===== config.mk =====
export PLATFORM = sky130hd
export DESIGN_NAME = sdm_front
export DESIGN_NICKNAME = d
export VERILOG_FILES = /design/src/rtl/sdm_pkg.sv /design/src/rtl/sdm_front.sv
export SDC_FILE = /design/constraint.sdc
export NUM_CORES = 1
export LEC_CHECK = 0
export ABC_AREA = 1
export BUFFER_PORTS_ARGS = -buffer_cell sky130_fd_sc_hd__buf_2
export CORE_MARGIN = 4
export CORE_UTILIZATION = 58
export CTS_CLUSTER_SIZE = 20
export DETAILED_ROUTE_END_ITERATION = 7
export GPL_ROUTABILITY_DRIVEN = 1
export HOLD_SLACK_MARGIN = 0.15
export PLACE_DENSITY = 0.81
export SYNTH_ARGS = -nofsm -noshare
export SYNTH_HDL_FRONTEND = slang
export SYNTH_SLANG_ARGS = --single-unit

===== constraint.sdc =====
create_clock -name sys_clk -period 3.2 [get_ports sys_clk]
set_clock_uncertainty 0.15 [all_clocks]
set_input_delay 0.16 -clock sys_clk [delete_from_list [all_inputs] [get_ports sys_clk]]
set_output_delay 0.16 -clock sys_clk [all_outputs]
set_load 0.005 [all_outputs]

===== src/rtl/sdm_pkg.sv =====
// Shared constants, types and field layouts of the SDRAM front end
package sdm_pkg;
    localparam int ADDR_W      = 13;
    localparam int COL_W       = 9;
    localparam int NUM_BANKS   = 4;

    // Operating-mode word fields
    localparam int OM_BL_LSB   = 0;
    localparam int OM_BT_BIT   = 3;
    localparam int OM_LAT_LSB  = 4;
    localparam int OM_WBM_BIT  = 9;
    localparam logic [ADDR_W-1:0] OM_RESET = 13'h0000;

    // Low-power mode word fields
    localparam int LP_PRS_LSB  = 0;
    localparam int LP_TRS_LSB  = 3;
    localparam logic [ADDR_W-1:0] LP_RESET = 13'h0000;

    // Field codes
    localparam logic [2:0] BL_1    = 3'h0;
    localparam logic [2:0] BL_2    = 3'h1;
    localparam logic [2:0] BL_4    = 3'h2;
    localparam logic [2:0] BL_8    = 3'h3;
    localparam logic [2:0] BL_PAGE = 3'h7;
    localparam logic [2:0] LAT_2   = 3'h2;
    localparam logic [2:0] LAT_3   = 3'h3;
    localparam logic [1:0] TRS_SENSOR = 2'h0;
    localparam logic [1:0] BANKSEL_OPMODE = 2'h0;
    localparam logic [1:0] BANKSEL_LPMODE = 2'h2;

    // Command code on {row strobe, column strobe, write enable}, all low active
    localparam logic [2:0] CODE_ACT  = 3'h3;
    localparam logic [2:0] CODE_RD   = 3'h5;
    localparam logic [2:0] CODE_WR   = 3'h4;
    localparam logic [2:0] CODE_BST  = 3'h6;
    localparam logic [2:0] CODE_PRE  = 3'h2;
    localparam logic [2:0] CODE_REF  = 3'h1;
    localparam logic [2:0] CODE_LOAD = 3'h0;
    localparam int PRECH_ALL_BIT = 10;

    // Initialization
    localparam logic [3:0] MIN_REFRESHES = 4'h8;

    // Pin group sampled on each rising edge
    typedef struct packed {
        logic              cke;
        logic              cs_n;
        logic              ras_n;
        logic              cas_n;
        logic              we_n;
        logic              bank_select_high;
        logic              bank_select_low;
        logic [ADDR_W-1:0] addr;
    } sdm_cmd_t;

    // One column beat of a burst
    typedef struct packed {
        logic              valid;
        logic [1:0]        bank;
        logic [ADDR_W-1:0] row;
        logic [COL_W-1:0]  col;
    } sdm_beat_t;

    typedef enum logic [2:0] {
        INIT_POWERUP,
        INIT_PRECHARGED,
        INIT_REFRESHED,
        INIT_READY
    } sdm_init_t;
endpackage


===== src/rtl/sdm_front.sv =====
// SDRAM front end: command decode, mode words, burst column sequencing, read latency
`timescale 1ns/10ps
`default_nettype none
module sdm_front (
    // Clock and reset
    input  wire logic                      sys_clk,
    input  wire logic                      reset_n,
    // Command, bank and address pins
    input  wire sdm_pkg::sdm_cmd_t         cmd_pins,
    // Column beats toward the array
    output sdm_pkg::sdm_beat_t             write_beat,
    output sdm_pkg::sdm_beat_t             read_beat,
    // Mode words, decoded low-power settings and initialization status
    output logic [sdm_pkg::ADDR_W-1:0]     operating_mode_word,
    output logic [sdm_pkg::ADDR_W-1:0]     low_power_mode_word,
    output logic [3:0]                     refresh_bank_mask,
    output logic [1:0]                     refresh_bank_fraction,
    output logic                           temp_sensor_enable,
    output logic                           init_ready
);
    import sdm_pkg::*;

    sdm_cmd_t           sync1_ff;
    sdm_cmd_t           cmd;
    logic [ADDR_W-1:0]  om_ff;
    logic [ADDR_W-1:0]  lp_ff;
    logic [ADDR_W-1:0]  row_ff [NUM_BANKS];
    logic               burst_on_ff;
    logic               burst_wr_ff;
    logic [COL_W-1:0]   start_ff;
    logic [COL_W-1:0]   cnt_ff;
    logic [COL_W-1:0]   mask_ff;
    logic               full_ff;
    logic               itl_ff;
    logic [1:0]         bank_ff;
    sdm_beat_t          beat_ff;
    logic               beat_wr_ff;
    sdm_beat_t          rd_pipe_ff [2];
    sdm_init_t          init_ff;
    sdm_init_t          nxt_init;
    logic [3:0]         ref_cnt_ff;
    logic               om_loaded_ff;
    logic               lp_loaded_ff;

    // Burst length code to in-block offset mask; reserved codes act as length one
    function automatic logic [COL_W-1:0] len_mask(input logic [2:0] code);
        unique case (code)
            BL_2:    len_mask = 9'h001;
            BL_4:    len_mask = 9'h003;
            BL_8:    len_mask = 9'h007;
            BL_PAGE: len_mask = 9'h1ff;
            default: len_mask = 9'h000;
        endcase
    endfunction

    // Pins cross in through two stages
    always_ff @(posedge sys_clk or negedge reset_n)
    begin
        if (!reset_n)
        begin
            sync1_ff <= '{cke: 1'b1, cs_n: 1'b1, ras_n: 1'b1, cas_n: 1'b1, we_n: 1'b1, default: '0};
            cmd      <= '{cke: 1'b1, cs_n: 1'b1, ras_n: 1'b1, cas_n: 1'b1, we_n: 1'b1, default: '0};
        end
        else
        begin
            sync1_ff <= cmd_pins;
            cmd      <= sync1_ff;
        end
    end

    // Command decode
    wire       selected  = cmd.cke && !cmd.cs_n;
    wire [2:0] code      = {cmd.ras_n, cmd.cas_n, cmd.we_n};
    wire [1:0] banksel   = {cmd.bank_select_high, cmd.bank_select_low};
    wire       cmd_act   = selected && code == CODE_ACT;
    wire       cmd_rd    = selected && code == CODE_RD;
    wire       cmd_wr    = selected && code == CODE_WR;
    wire       cmd_bst   = selected && code == CODE_BST;
    wire       cmd_pre   = selected && code == CODE_PRE;
    wire       cmd_ref   = selected && code == CODE_REF;
    wire       cmd_load  = selected && code == CODE_LOAD;
    wire       load_om   = cmd_load && banksel == BANKSEL_OPMODE;
    wire       load_lp   = cmd_load && banksel == BANKSEL_LPMODE;
    wire       start_cmd = cmd_rd || cmd_wr;

    // Operating word fields
    wire [2:0] bl_code   = om_ff[OM_BL_LSB +: 3];
    wire       om_itl    = om_ff[OM_BT_BIT];
    wire [2:0] lat_code  = om_ff[OM_LAT_LSB +: 3];
    wire       om_wbm    = om_ff[OM_WBM_BIT];
    wire       is_page   = bl_code == BL_PAGE;
    wire       lat_two   = lat_code == LAT_2;

    // Mode words hold until reloaded; other bank codes are ignored
    always_ff @(posedge sys_clk or negedge reset_n)
    begin
        if (!reset_n)
        begin
            om_ff <= OM_RESET;
            lp_ff <= LP_RESET;
        end
        else
        begin
            if (load_om)
                om_ff <= cmd.addr;
            if (load_lp)
                lp_ff <= cmd.addr;
        end
    end

    // Open row per bank
    always_ff @(posedge sys_clk or negedge reset_n)
    begin
        if (!reset_n)
        begin
            for (int b = 0; b < NUM_BANKS; b++)
                row_ff[b] <= '0;
        end
        else if (cmd_act)
            row_ff[banksel] <= cmd.addr;
    end

    // Burst parameters for the current beat
    wire [COL_W-1:0] new_mask  = (cmd_wr && om_wbm) ? 9'h000 : len_mask(bl_code);
    wire [COL_W-1:0] cur_start = start_cmd ? cmd.addr[COL_W-1:0] : start_ff;
    wire [COL_W-1:0] cur_cnt   = start_cmd ? 9'h000 : cnt_ff;
    wire [COL_W-1:0] cur_mask  = start_cmd ? new_mask : mask_ff;
    wire             cur_full  = start_cmd ? (is_page && !(cmd_wr && om_wbm)) : full_ff;
    // Full page has no interleaved order, so it always runs sequentially
    wire             cur_itl   = start_cmd ? (om_itl && !is_page) : itl_ff;
    wire [COL_W-1:0] seq_off   = COL_W'(cur_start + cur_cnt);
    wire [COL_W-1:0] itl_off   = cur_start ^ cur_cnt;
    wire [COL_W-1:0] beat_col  = (cur_start & ~cur_mask)
                                 | ((cur_itl ? itl_off : seq_off) & cur_mask);
    wire             beat_go   = start_cmd || (burst_on_ff && !cmd_bst && !cmd_pre);
    wire             beat_last = !cur_full && cur_cnt == cur_mask;
    wire [1:0]       cur_bank  = start_cmd ? banksel : bank_ff;

    always_ff @(posedge sys_clk or negedge reset_n)
    begin
        if (!reset_n)
        begin
            burst_on_ff <= 1'b0;
            burst_wr_ff <= 1'b0;
            start_ff    <= '0;
            cnt_ff      <= '0;
            mask_ff     <= '0;
            full_ff     <= 1'b0;
            itl_ff      <= 1'b0;
            bank_ff     <= '0;
        end
        else
        begin
            burst_on_ff <= beat_go && !beat_last;
            cnt_ff      <= COL_W'(cur_cnt + 9'h001);
            if (start_cmd)
            begin
                burst_wr_ff <= cmd_wr;
                start_ff    <= cmd.addr[COL_W-1:0];
                mask_ff     <= new_mask;
                full_ff     <= cur_full;
                itl_ff      <= cur_itl;
                bank_ff     <= banksel;
            end
        end
    end

    // Beat register and read latency pipeline
    wire sdm_beat_t nxt_beat = '{valid: beat_go, bank: cur_bank, row: row_ff[cur_bank], col: beat_col};
    always_ff @(posedge sys_clk or negedge reset_n)
    begin
        if (!reset_n)
        begin
            beat_ff       <= '0;
            beat_wr_ff    <= 1'b0;
            rd_pipe_ff[0] <= '0;
            rd_pipe_ff[1] <= '0;
        end
        else
        begin
            beat_ff       <= nxt_beat;
            beat_wr_ff    <= start_cmd ? cmd_wr : burst_wr_ff;
            rd_pipe_ff[0] <= (beat_ff.valid && !beat_wr_ff) ? beat_ff : '0;
            rd_pipe_ff[1] <= rd_pipe_ff[0];
        end
    end

    assign write_beat = (beat_ff.valid && beat_wr_ff) ? beat_ff : '0;
    // Reserved latency codes behave as three
    assign read_beat  = lat_two ? rd_pipe_ff[0] : rd_pipe_ff[1];

    // Initialization progress
    always_comb
    begin
        nxt_init = init_ff;
        unique case (init_ff)
            INIT_POWERUP:
                if (cmd_pre && cmd.addr[PRECH_ALL_BIT])
                    nxt_init = INIT_PRECHARGED;
            INIT_PRECHARGED:
                if (cmd_ref && ref_cnt_ff == MIN_REFRESHES - 4'h1)
                    nxt_init = INIT_REFRESHED;
            INIT_REFRESHED:
                if ((om_loaded_ff || load_om) && (lp_loaded_ff || load_lp))
                    nxt_init = INIT_READY;
            INIT_READY:
                nxt_init = INIT_READY;
            default:
                nxt_init = INIT_POWERUP;
        endcase
    end

    always_ff @(posedge sys_clk or negedge reset_n)
    begin
        if (!reset_n)
        begin
            init_ff      <= INIT_POWERUP;
            ref_cnt_ff   <= '0;
            om_loaded_ff <= 1'b0;
            lp_loaded_ff <= 1'b0;
        end
        else
        begin
            init_ff      <= nxt_init;
            ref_cnt_ff   <= (cmd_ref && init_ff == INIT_PRECHARGED) ? ref_cnt_ff + 4'h1 : ref_cnt_ff;
            om_loaded_ff <= om_loaded_ff || (load_om && init_ff == INIT_REFRESHED);
            lp_loaded_ff <= lp_loaded_ff || (load_lp && init_ff == INIT_REFRESHED);
        end
    end

    assign init_ready = init_ff == INIT_READY;

    // Low-power settings
    wire [2:0] prs = lp_ff[LP_PRS_LSB +: 3];
    assign refresh_bank_mask     = prs == 3'h0 ? 4'hf : (prs == 3'h1 ? 4'h3 : 4'h1);
    // Fraction of the kept bank: 0 whole, 1 half, 2 quarter
    assign refresh_bank_fraction = prs == 3'h5 ? 2'h1 : (prs == 3'h6 ? 2'h2 : 2'h0);
    assign temp_sensor_enable    = lp_ff[LP_TRS_LSB +: 2] == TRS_SENSOR;
    assign operating_mode_word   = om_ff;
    assign low_power_mode_word   = lp_ff;
endmodule
`default_nettype wire


---- Yosys cells after proc, flatten, opt, wreduce, memory -nomap -nowiden ----
Cells that the tools add are included.
storage, ports and cells
  flip-flop bits (word level) ............. 233
  logic and storage cells ................. 154
  output and inout port bits .............. 84
operators by class
  $lt $le $gt $ge ......................... 3
  bitwise logic cells ..................... 7
  add/sub/neg operators ................... 3
  multiplexer cells ....................... 27
  reductions and logical operators ........ 46
  eq/ne operators ......................... 23
operator list
  kind                                            count
  2-to-1 mux 25 bit                               3
  bitwise mux 52 bit                              1
  2-to-1 mux 9 bit                                5
  2-to-1 mux 13 bit                               3
  one-hot mux 9 bit (4 select lines)              1
  binary-select mux 13 bit (select 2 bit)         1
  demux 13 bit (select 2 bit)                     1
  logical AND 1 bit                               26
  == test 3 x 2 -> 1 bit (second input constant)  7
  AND 9 bit                                       2
  == test 3 bit (second input constant)           6
  == test 3 x 1 -> 1 bit (second input constant)  4
  one-hot mux 3 bit (4 select lines)              1
  adder 9 x 1 -> 9 bit (second input constant)    1
  adder 9 bit                                     1
  == test 9 bit                                   1
  zero test 3 bit                                 3
  2-to-1 mux 3 bit                                3
  inverter 9 bit                                  1
  OR 9 bit                                        1
  bitwise XOR 9 bit                               1
  zero test 1 bit                                 8
  2-to-1 mux 2 bit                                4
  >= comparator 3 bit (second input constant)     2
  11 further kinds                                22

---- Depth between registers and ports, before layout ----
Gate-level depths: netlist (run 1).
  depth after elaboration ................. 11
  gate-level depth with buffers ........... 23
  mapped depth without buffers ............ 22

---- Worst setup path after synthesis (run 1) ----
Ideal clock, no wire load.
  path type ............................... flip-flop to flip-flop
  start ................................... register cmd[19] (netlist name)
  end ..................................... register beat_ff[6] (netlist name)
  setup time .............................. 117 ps
  period minus slack after synthesis ...... 2765 ps
  stages on the path, launching flop included .. 19
  slack ................................... 435 ps
  data required time ...................... 2933 ps
  arrival ................................. 2497 ps
  cells stage by stage .................... dfstp_2 > inv_1 > nor2_4 > nand2_2 > buf_2 > buf_2 > buf_2 > o21ai_0 > ha_1 > ha_1 > inv_1 > nand2_1 > nand3_1 > nand2_2 > inv_2 > o21bai_1 > nand3_1 > nand3_1 > nand2_1
between the ends
  cells in the longest elaborated chain, start to end .. 8
ends and longest elaborated chain
  what                                         RTL line                          text
  from (decl)                                  sdm_front.sv:24                   sdm_cmd_t cmd;
  from (signal assigned)                       sdm_front.sv:67                   cmd <= sync1_ff;
  logical AND 1 bit *                          sdm_front.sv:72                   wire selected = cmd.cke && !cmd.cs_n;
  logical AND 1 bit, on equally long branches  sdm_front.sv:76, sdm_front.sv:77
  logical OR 1 bit *                           sdm_front.sv:84                   wire start_cmd = cmd_rd || cmd_wr;
  2-to-1 mux 9 bit *                           -
  named net cur_start[0]                       sdm_front.sv:125                  wire [COL_W-1:0] cur_start = start_cmd ? cmd.addr[COL_W-1:0] : start_ff;
  adder 9 bit *                                sdm_front.sv:131                  wire [COL_W-1:0] seq_off = COL_W'(cur_start + cur_cnt);
  2-to-1 mux 9 bit *                           sdm_front.sv:134                  | ((cur_itl ? itl_off : seq_off) & cur_mask);
  AND 9 bit *                                  sdm_front.sv:134
  OR 9 bit *                                   sdm_front.sv:134
  named net beat_col[6]                        sdm_front.sv:133                  wire [COL_W-1:0] beat_col = (cur_start & ~cur_mask)
  to (signal assigned)                         sdm_front.sv:181                  beat_ff <= nxt_beat;
  to (decl)                                    sdm_front.sv:36                   sdm_beat_t beat_ff;
Mark *: on every way through the listed nets, which the timed path passes. The rest lies on a longest branch.
A chain may end at the register's enable or synchronous reset.

---- Worst setup path in the final report (run 1) ----
  start ................................... register, netlist name cmd[17]
  end ..................................... register beat_ff[7] (netlist name)
between the ends
  cells in the longest elaborated chain, start to end .. 8
ends and longest elaborated chain
  what                                         RTL line
  == test 3 bit, on equally long branches      sdm_front.sv:76, sdm_front.sv:77
  logical AND 1 bit, on equally long branches  sdm_front.sv:76, sdm_front.sv:77
  logical OR 1 bit *                           sdm_front.sv:84
  2-to-1 mux 9 bit *                           -
  named net cur_start[6]                       sdm_front.sv:125
  adder 9 bit *                                sdm_front.sv:131
  2-to-1 mux 9 bit *                           sdm_front.sv:134
  AND 9 bit *                                  sdm_front.sv:134
  OR 9 bit *                                   sdm_front.sv:134
  named net beat_col[7]                        sdm_front.sv:133
Marks and branches as above.

==> results of run 1 <==
==> stage by stage <==
step | hold slack (ns) | cell area, sq um
after floorplan | -0.2856 | 9133
after global placement | 0.1081 | 9886
after detailed placement | 0.1049 | 9886
after CTS | 0.1569 | 11030
after global routing | 0.1929 | 11030
final | 0.1199 | 11030
==> flip-flops by register name (all words and copies together), names as in the netlist <==
signal,count
burst_on_ff,1
row_ff,52
beat_wr_ff,1
operating_mode_word,13
cmd,18
rd_pipe_ff,50
ref_cnt_ff,4
om_loaded_ff,1
lp_loaded_ff,1
start_ff,9
cnt_ff,9
init_ff,2
mask_ff,9
banksel,2
full_ff,1
sync1_ff,20
low_power_mode_word,13
itl_ff,1
beat_ff,25
==> where the power goes <==
group          total [W]  switching (W)  internal [W]  leakage [nW]
logic            0.00157       0.000958      0.000608          2.40
registers        0.00363       0.000224       0.00341          2.98
clock network    0.00261        0.00108       0.00153         0.362
total            0.00781        0.00226       0.00554          5.74
==> cell usage in the layout, fill, tap and decap left out, types with 7 or more instances in the layout <==
master,n
o21ai_0,104
o21ai_1,8
clkbuf_16,23
buf_2,103
nand3_1,26
o21a_1,13
o22ai_1,18
a21oi_1,7
nor2_1,105
dfstp_2,10
dlygate4sd3_1,41
buf_4,13
inv_1,85
mux2_2,26
xor2_1,10
dfrtp_1,222
nand2_1,199
clkbuf_1,7
nand2_2,8
==> layout make-up <==
type	count	area share (%)
timing repair buffer	159	9.594
clock inverter	7	0.6010
multi-input combinational	562	25.54
sequential	232	52.73
clock buffer	35	6.078
tap	211	2.393
inverter	90	3.062
==> per-layer routing <==
layer  up-vias  routed length, um  track usage, %
li1       3237                  -               -
met1      3213               8773           33.42
met2       252               9642           39.08
met3        40               1537           4.456
met4         0                535           6.743
met5         -                  0               0
==> cells by family after synthesis <==
logic type | Yosys count | share of synthesized area, %
fa+ha+maj | 6 | 0.8220
mux | 26 | 3.206
flops | 232 | 63.71
xor+xnor | 11 | 1.055
compound gates | 159 | 9.659
buf+inv | 123 | 5.439
other cells | 1 | 0.04106
simple gates | 359 | 16.07
==> how the worst max path moves through the flow <==
stage,from,to,cells past startpoint
after floorplan,cmd[19]$_DFF_PN1_,beat_ff[6]$_DFF_PN0_,18
after global placement,cmd[19]$_DFF_PN1_,beat_ff[8]$_DFF_PN0_,15
after CTS,cmd[17]$_DFF_PN1_,beat_ff[6]$_DFF_PN0_,15
after global routing,cmd[19]$_DFF_PN1_,beat_ff[8]$_DFF_PN0_,15
final,cmd[17]$_DFF_PN1_,beat_ff[7]$_DFF_PN0_,15
after detailed placement,cmd[17]$_DFF_PN1_,beat_ff[6]$_DFF_PN0_,15
==> timing repair <==
action / in CTS / in global routing
hold endpoints to repair: 168 / 0
endpoints found under the setup margin: 0 / 2
hold buffers: 41 / 0
gates resized for setup: 0 / 1
==> metrics.csv, run 1 <==
stage,metric,value,unit
status,status,"complete, no violations",
logic_synthesis,synthTopCellsByArea,"dfrtp_1 (61%), nand2_1 (8.2%), o21ai_0 (5.8%)",
setup_path,crit_top_cell,nand2_1,
cells_and_area,regArea,0.005818,sq mm
min_path,hold_class,input pin to async pin,
setup_path,r2r-start,cmd[17]$_DFF_PN1_,
cells_and_area,drive_gt1_share,19.63,%
floorplanning,die_area,0.01782,sq mm
detailed_routing,vias,6742,
detailed_routing,ant_nets,0,
grt,antenna_found_initial,0,
logic_synthesis,synth_edf_count,0,
sta,rsz0062_at_grt,no,
sta,period_share,89.15,%
logic_synthesis,syn_area,0.009133,sq mm
placement,placedCellCount,1213,
power_and_ir_drop,p_per_area,707.6,mW/mm^2
grt,grt_pass1_vias,6926,
detailed_routing,firstDrtPassIters,5,
setup_path,cp_max_fo,27,
sta,hold_viol,0,
logic_synthesis,syn_inst,917,
logic_synthesis,synthTopCellsByCount,"dfrtp_1 (222), nand2_1 (199), nor2_1 (105), o21ai_0 (105), inv_1 (85)",
cells_and_area,num-fill-cells,1140,
logic_synthesis,synth_top_area_share,60.83,%
job,maxCapViolations,0,
detailed_routing,drc,0,
placement,port_buffers,104,
floorplanning,core_area,0.01531,sq mm
grt,grt_pass1_wl,34.47,mm
power_and_ir_drop,leakage,5.742,nW
detailed_routing,vias_per_cell,5.202,
placement,globalplace.congestion,0.9089,
setup_path,path_delay_family,simple AND/OR/NAND/NOR gates,
sta,fmax,0.3505,GHz
logic_synthesis,ys_warn_count,0,
floorplanning,num_rows,45,
setup_path,crit_arrival,3.09,ns
floorplanning,boundaryPins,106,
logic_synthesis,synth_top_area_cell,dfrtp_1,
placement,place_hpwl,13.20,mm
grt,track_usage,23.94,%
cells_and_area,final_nets,1096,
detailed_routing,wl,20.49,mm
clocking,cts.sinks,232,
setup_path,startpoint_type,register,
floorplanning,die_width,133.5,um
setup_path,crit_required,3.44,ns
grt,grt-ovfl-total,0,
cells_and_area,syn_to_final_growth,20.81,%
sta,finalSetupTns,0,ns
logic_synthesis,seq_area_frac_synth,63.71,%
sta,relSlewSlack,45.79,%
sta,fin_ws,0.3472,ns
setup_path,worst-path-buf-inv,2,
logic_synthesis,synth_seq_cells,232,
placement,place_worst_setup_slack,0.3328,ns
floorplanning,die_y,133.5,um
setup_path,rrSetupSlack,0.35,ns
setup_path,ff2ff_path_depth,15,
logic_synthesis,yosysMostFrequentCell,dfrtp_1,
sta,setup_viol,0,
power_and_ir_drop,power.total,0.007807,W
clocking,root_buffer,clkbuf_16,
setup_path,end_kind,register,
clocking,numCtsBuffers,23,
clocking,cts.clk_slew.worst_paths,0.06,ns
clocking,clock_latency,0.51,ns
setup_path,regToRegEndpoint,beat_ff[7]$_DFF_PN0_,
cells_and_area,antenna_cells,0,
cells_and_area,postLayoutCoreUtil,72.04,%
logic_synthesis,synth_ff_type,dfrtp_1,
detailed_routing,first_iter_violations,492,
grt,grt_max_degree,105,
cells_and_area,multiInputGateArea,0.002818,sq mm
logic_synthesis,ys_async_sr_fraction,100.0,%
clocking,cts.path.max_buffers,3,
setup_path,crit_chain,"inv_2, nor2_2, nand2_2, o21ai_0, ha_1, inv_1, o21ai_0, a21oi_1, nand2_1, nand2_1, nand2_1, nand2_1, nand2_1, nand2_1, nand2_1",
power_and_ir_drop,ir_drop,0.5740,mV
floorplanning,initial_core_util,59.63,%
clocking,tritoncts,yes,
setup_path,worstSetupPathType,register to register,
setup_path,cp_slowest_cell,dfstp_2,
setup_path,cpPeakStageDelay,0.60,ns
sta,final_max_slew_viol_count,0,
sta,tightest_slew,0.8112,ns
cells_and_area,fin_cells,1296,
logic_synthesis,synthDistinctLibCells,37,
logic_synthesis,syn_area_per_cell,9.959,sq um
clocking,post_cts_buffers,0,
detailed_routing,wl_per_cell,15.81,um
logic_synthesis,syn_nets,945,
sta,post-route-min-period,2.853,ns
clocking,cts_max_level,1,
Note: power is estimated with default switching activity, not from simulation.
==> inputs of run 2 (changes only) <==
--- a/config.mk
+++ b/config.mk
@@ -7,8 +7,10 @@
 export LEC_CHECK = 0
 export ABC_AREA = 1
 export BUFFER_PORTS_ARGS = -buffer_cell sky130_fd_sc_hd__buf_2
+export CELL_PAD_IN_SITES_DETAIL_PLACEMENT = 1
+export CELL_PAD_IN_SITES_GLOBAL_PLACEMENT = 1
 export CORE_MARGIN = 4
-export CORE_UTILIZATION = 58
+export CORE_UTILIZATION = 45
 export CTS_CLUSTER_SIZE = 20
 export DETAILED_ROUTE_END_ITERATION = 7
 export GPL_ROUTABILITY_DRIVEN = 1
==> constraint.sdc (replaced) <==
create_clock -name sys_clk -period 3.1 [get_ports sys_clk]
set_clock_uncertainty 0.15 [all_clocks]
set_input_delay 0.155 -clock sys_clk [delete_from_list [all_inputs] [get_ports sys_clk]]
set_output_delay 0.155 -clock sys_clk [all_outputs]
set_load 0.005 [all_outputs]
==> run 2 against run 1 <==
Cell area grew 3.0%. Non-clock buffer count grew 13. Cell count grew 5.4%. Global-route usage shrank 0.31 points. Utilization shrank 14 points. Critical path depth grew 1. Sequential share of layout area shrank 1.5 points. Setup slack lost 0.065 ns. Combinational power grew 9%. First-iteration DRC count shrank 42%. Critical path type unchanged. Largest power group unchanged. Highest routed layer unchanged.
==> metrics.csv, run 2 (synthesis gave the netlist of run 1 again) <==
stage,metric,value,unit,change
power_and_ir_drop,seqPwrFrac,44.3,%,-2.2 points
detailed_routing,first_iter_violations,285,,-42%
cells_and_area,final_nets,1111,,+1.4%
grt,grt_max_degree,53,,-50%
power_and_ir_drop,power.total,0.008551,W,+9.5%
detailed_routing,vias,6981,,+3.5%
setup_path,crit_top_cell,nand2_1,,
floorplanning,boundaryPins,106,,unchanged
power_and_ir_drop,leakage,5.886,nW,+2.5%
setup_path,worst-path-buf-inv,3,,+1
grt,track_usage,23.63,%,-0.31 points
sta,fmax,0.3548,GHz,+1.2%
clocking,cts.sinks,232,,unchanged
sta,finalSetupTns,0,ns,unchanged
grt,grt_pass1_vias,7675,,+11%
detailed_routing,ant_nets,0,,unchanged
placement,place_hpwl,16.36,mm,+24%
floorplanning,die_area,0.02264,sq mm,+27%
detailed_routing,firstDrtPassIters,4,,-1
grt,grt_pass1_wl,41.88,mm,+21%
detailed_routing,wl,25.50,mm,+24%
cells_and_area,top_register,row_ff,,
setup_path,worstSetupPathType,register to register,,
clocking,numCtsBuffers,25,,+8.7%
setup_path,crit_required,3.36,ns,-0.08 ns
cells_and_area,largest_reg_flops,52,,unchanged
setup_path,cp_slowest_cell,dfstp_2,,
grt,antenna_found_initial,0,,unchanged
detailed_routing,drc,0,,unchanged
placement,port_buffers,104,,unchanged
setup_path,startpoint_type,register,,
grt,grt_use_met1,31.65,%,-1.8 points
setup_path,path_delay_family,compound AO/OA/AOI/OAI gates,,
setup_path,crit_arrival,3.08,ns,about the same
cells_and_area,reg_top3,"row_ff x52, rd_pipe_ff x50, beat_ff x25",,
detailed_routing,wl_per_cell,18.67,um,+18%
clocking,cts.clk_slew.worst_paths,0.06,ns,about the same
sta,post-route-min-period,2.818,ns,-0.03455 ns
min_path,hold_class,register to register,,
floorplanning,core_area,0.01972,sq mm,+29%
power_and_ir_drop,switching_share,29.48,%,+0.50 points
cells_and_area,syn_to_final_growth,24.41,%,
status,status,"complete, no violations",,
clocking,clock_latency,0.52,ns,about the same
cells_and_area,layout_commonest_cell,dfrtp_1,,
floorplanning,initial_core_util,46.32,%,-13 points
cells_and_area,postLayoutCoreUtil,57.62,%,-14 points
setup_path,cpPeakStageDelay,0.60,ns,about the same
power_and_ir_drop,internal_power,0.006030,W,+8.8%
setup_path,cp_max_fo,40,,+48%
clocking,cts.path.max_buffers,3,,unchanged
cells_and_area,antenna_cells,0,,unchanged
cells_and_area,final_cell_mix,"dfrtp_1 (222), nand2_1 (199), nor2_1 (105)",,
clocking,tritoncts,yes,,
sta,tightest_slew,0.8775,ns,+0.06630 ns
cells_and_area,drive_gt1_share,20.98,%,+1.3 points
sta,setup_viol,0,,unchanged
power_and_ir_drop,ir_drop,0.5112,mV,-11%
floorplanning,die_y,150.5,um,+13%
power_and_ir_drop,switchingPower,0.002521,W,+11%
power_and_ir_drop,p_comb_share,20.0,%,about the same
sta,period_share,90.91,%,+1.8 points
sta,rsz0062_at_grt,no,,
detailed_routing,vias_per_cell,5.111,,-1.8%
floorplanning,die_width,150.5,um,+13%
grt,grt-ovfl-total,0,,unchanged
setup_path,crit_chain,"inv_2, nor2_2, nand2_2, buf_12, o21ai_0, ha_1, inv_1, o21ai_0, a31oi_1, nand2_1, nand2_1, nand2_1, nand2_1, nand2_1, nand2_1, nand2_1",,
power_and_ir_drop,p_per_area,752.6,mW/mm^2,+6.4%
clocking,cts_max_level,1,,unchanged
cells_and_area,num-fill-cells,2217,,+94%
floorplanning,num_rows,51,,+13%
placement,globalplace.congestion,0.8934,,-1.7%
grt,top_usage_layer,met2,,
sta,relSlewSlack,41.36,%,-4.4 points
sta,hold_viol,0,,unchanged
job,maxCapViolations,0,,unchanged
clocking,root_buffer,clkbuf_16,,
sta,final_max_slew_viol_count,0,,unchanged
grt,met2_usage,40.39,%,+1.3 points
power_and_ir_drop,clockPowerShare,35.7,%,+2.3 points
grt,grtUsageMet3,3.492,%,-0.96 points
setup_path,end_kind,register,,
-- run 2: cell count changes in the layout (fill, tap and decap cells not counted), sizes merged --
cell,before,now
buf,118,130
clkbuf,35,38
bufinv,1,2
clkinvlp,1,0
dlygate4sd3,41,42
-- run 2: final timing paths --
check                                       from                    end  slack, ns  cells past startpoint
max                            cmd[17]$_DFF_PN1_   beat_ff[8]$_DFF_PN0_       0.28                     16
min                        sync1_ff[2]$_DFF_PN0_       cmd[2]$_DFF_PN0_       0.20                      0
max reg2reg                    cmd[17]$_DFF_PN1_   beat_ff[8]$_DFF_PN0_       0.28                     16
min reg2reg                sync1_ff[2]$_DFF_PN0_       cmd[2]$_DFF_PN0_       0.20                      0
max in group asynchronous                reset_n    cnt_ff[3]$_DFF_PN0_       1.65                      4
min in group asynchronous                reset_n  sync1_ff[3]$_DFF_PN0_       0.53                      3
-- run 2: routing by layer --
metal	vias to the layer above	share of wire (%)
met2	175	49
met4	0	2.7
met3	50	4.8
met5	-	0
li1	3263	-
met1	3493	44
-- run 2: per-stage QoR --
step / setup WS, ns / area, sq um / instances / hold slack [ns]
after floorplan: 0.3355 / 9133 / 917 / -0.2906
after global placement: 0.4442 / 10060 / 1278 / 0.09247
after detailed placement: 0.2956 / 10060 / 1278 / 0.09603
after CTS: 0.2864 / 11360 / 1366 / 0.1991
after global routing: 0.09364 / 11360 / 1366 / 0.2104
final: 0.2817 / 11360 / 1366 / 0.2018
-- run 2: timing repair --
action,CTS,global route
gates resized for setup,0,1
setup buffers,0,0
endpoints found under the setup margin,0,1
hold endpoints to repair,252,0
hold buffers,43,0
-- run 2: power groups by stage --
stage | sequential [W] | clock, W | combinational [W]
final | 0.00379 | 0.00305 | 0.00171
after global routing | 0.00384 | 0.00327 | 0.00194
after detailed placement | 0.00382 | 0 | 0.00165
after floorplan | 0.00373 | 0 | 0.00106
after global placement | 0.00379 | 0 | 0.00159
after CTS | 0.00378 | 0.00312 | 0.00172
-- run 2: layout make-up --
class                      count  area, sq um  area share (%)
sequential                   232         5818           51.21
multi-input combinational    562         2818           24.80
timing repair buffer         172         1204           10.59
clock buffer                  38        764.5           6.728
inverter                      90        337.8           2.973
tap                          265        331.6           2.918
clock inverter                 7        88.84          0.7819
-- run 2: worst register-to-register path, cell delays in order (launching register included) --
cell and delay, ns:
dfstp_2 0.60, inv_2 0.05, nor2_2 0.13, nand2_2 0.09
buf_12 0.19, o21ai_0 0.36, ha_1 0.35, inv_1 0.08
o21ai_0 0.12, a31oi_1 0.20, nand2_1 0.08, nand2_1 0.06
nand2_1 0.05, nand2_1 0.05, nand2_1 0.05, nand2_1 0.05
nand2_1 0.05
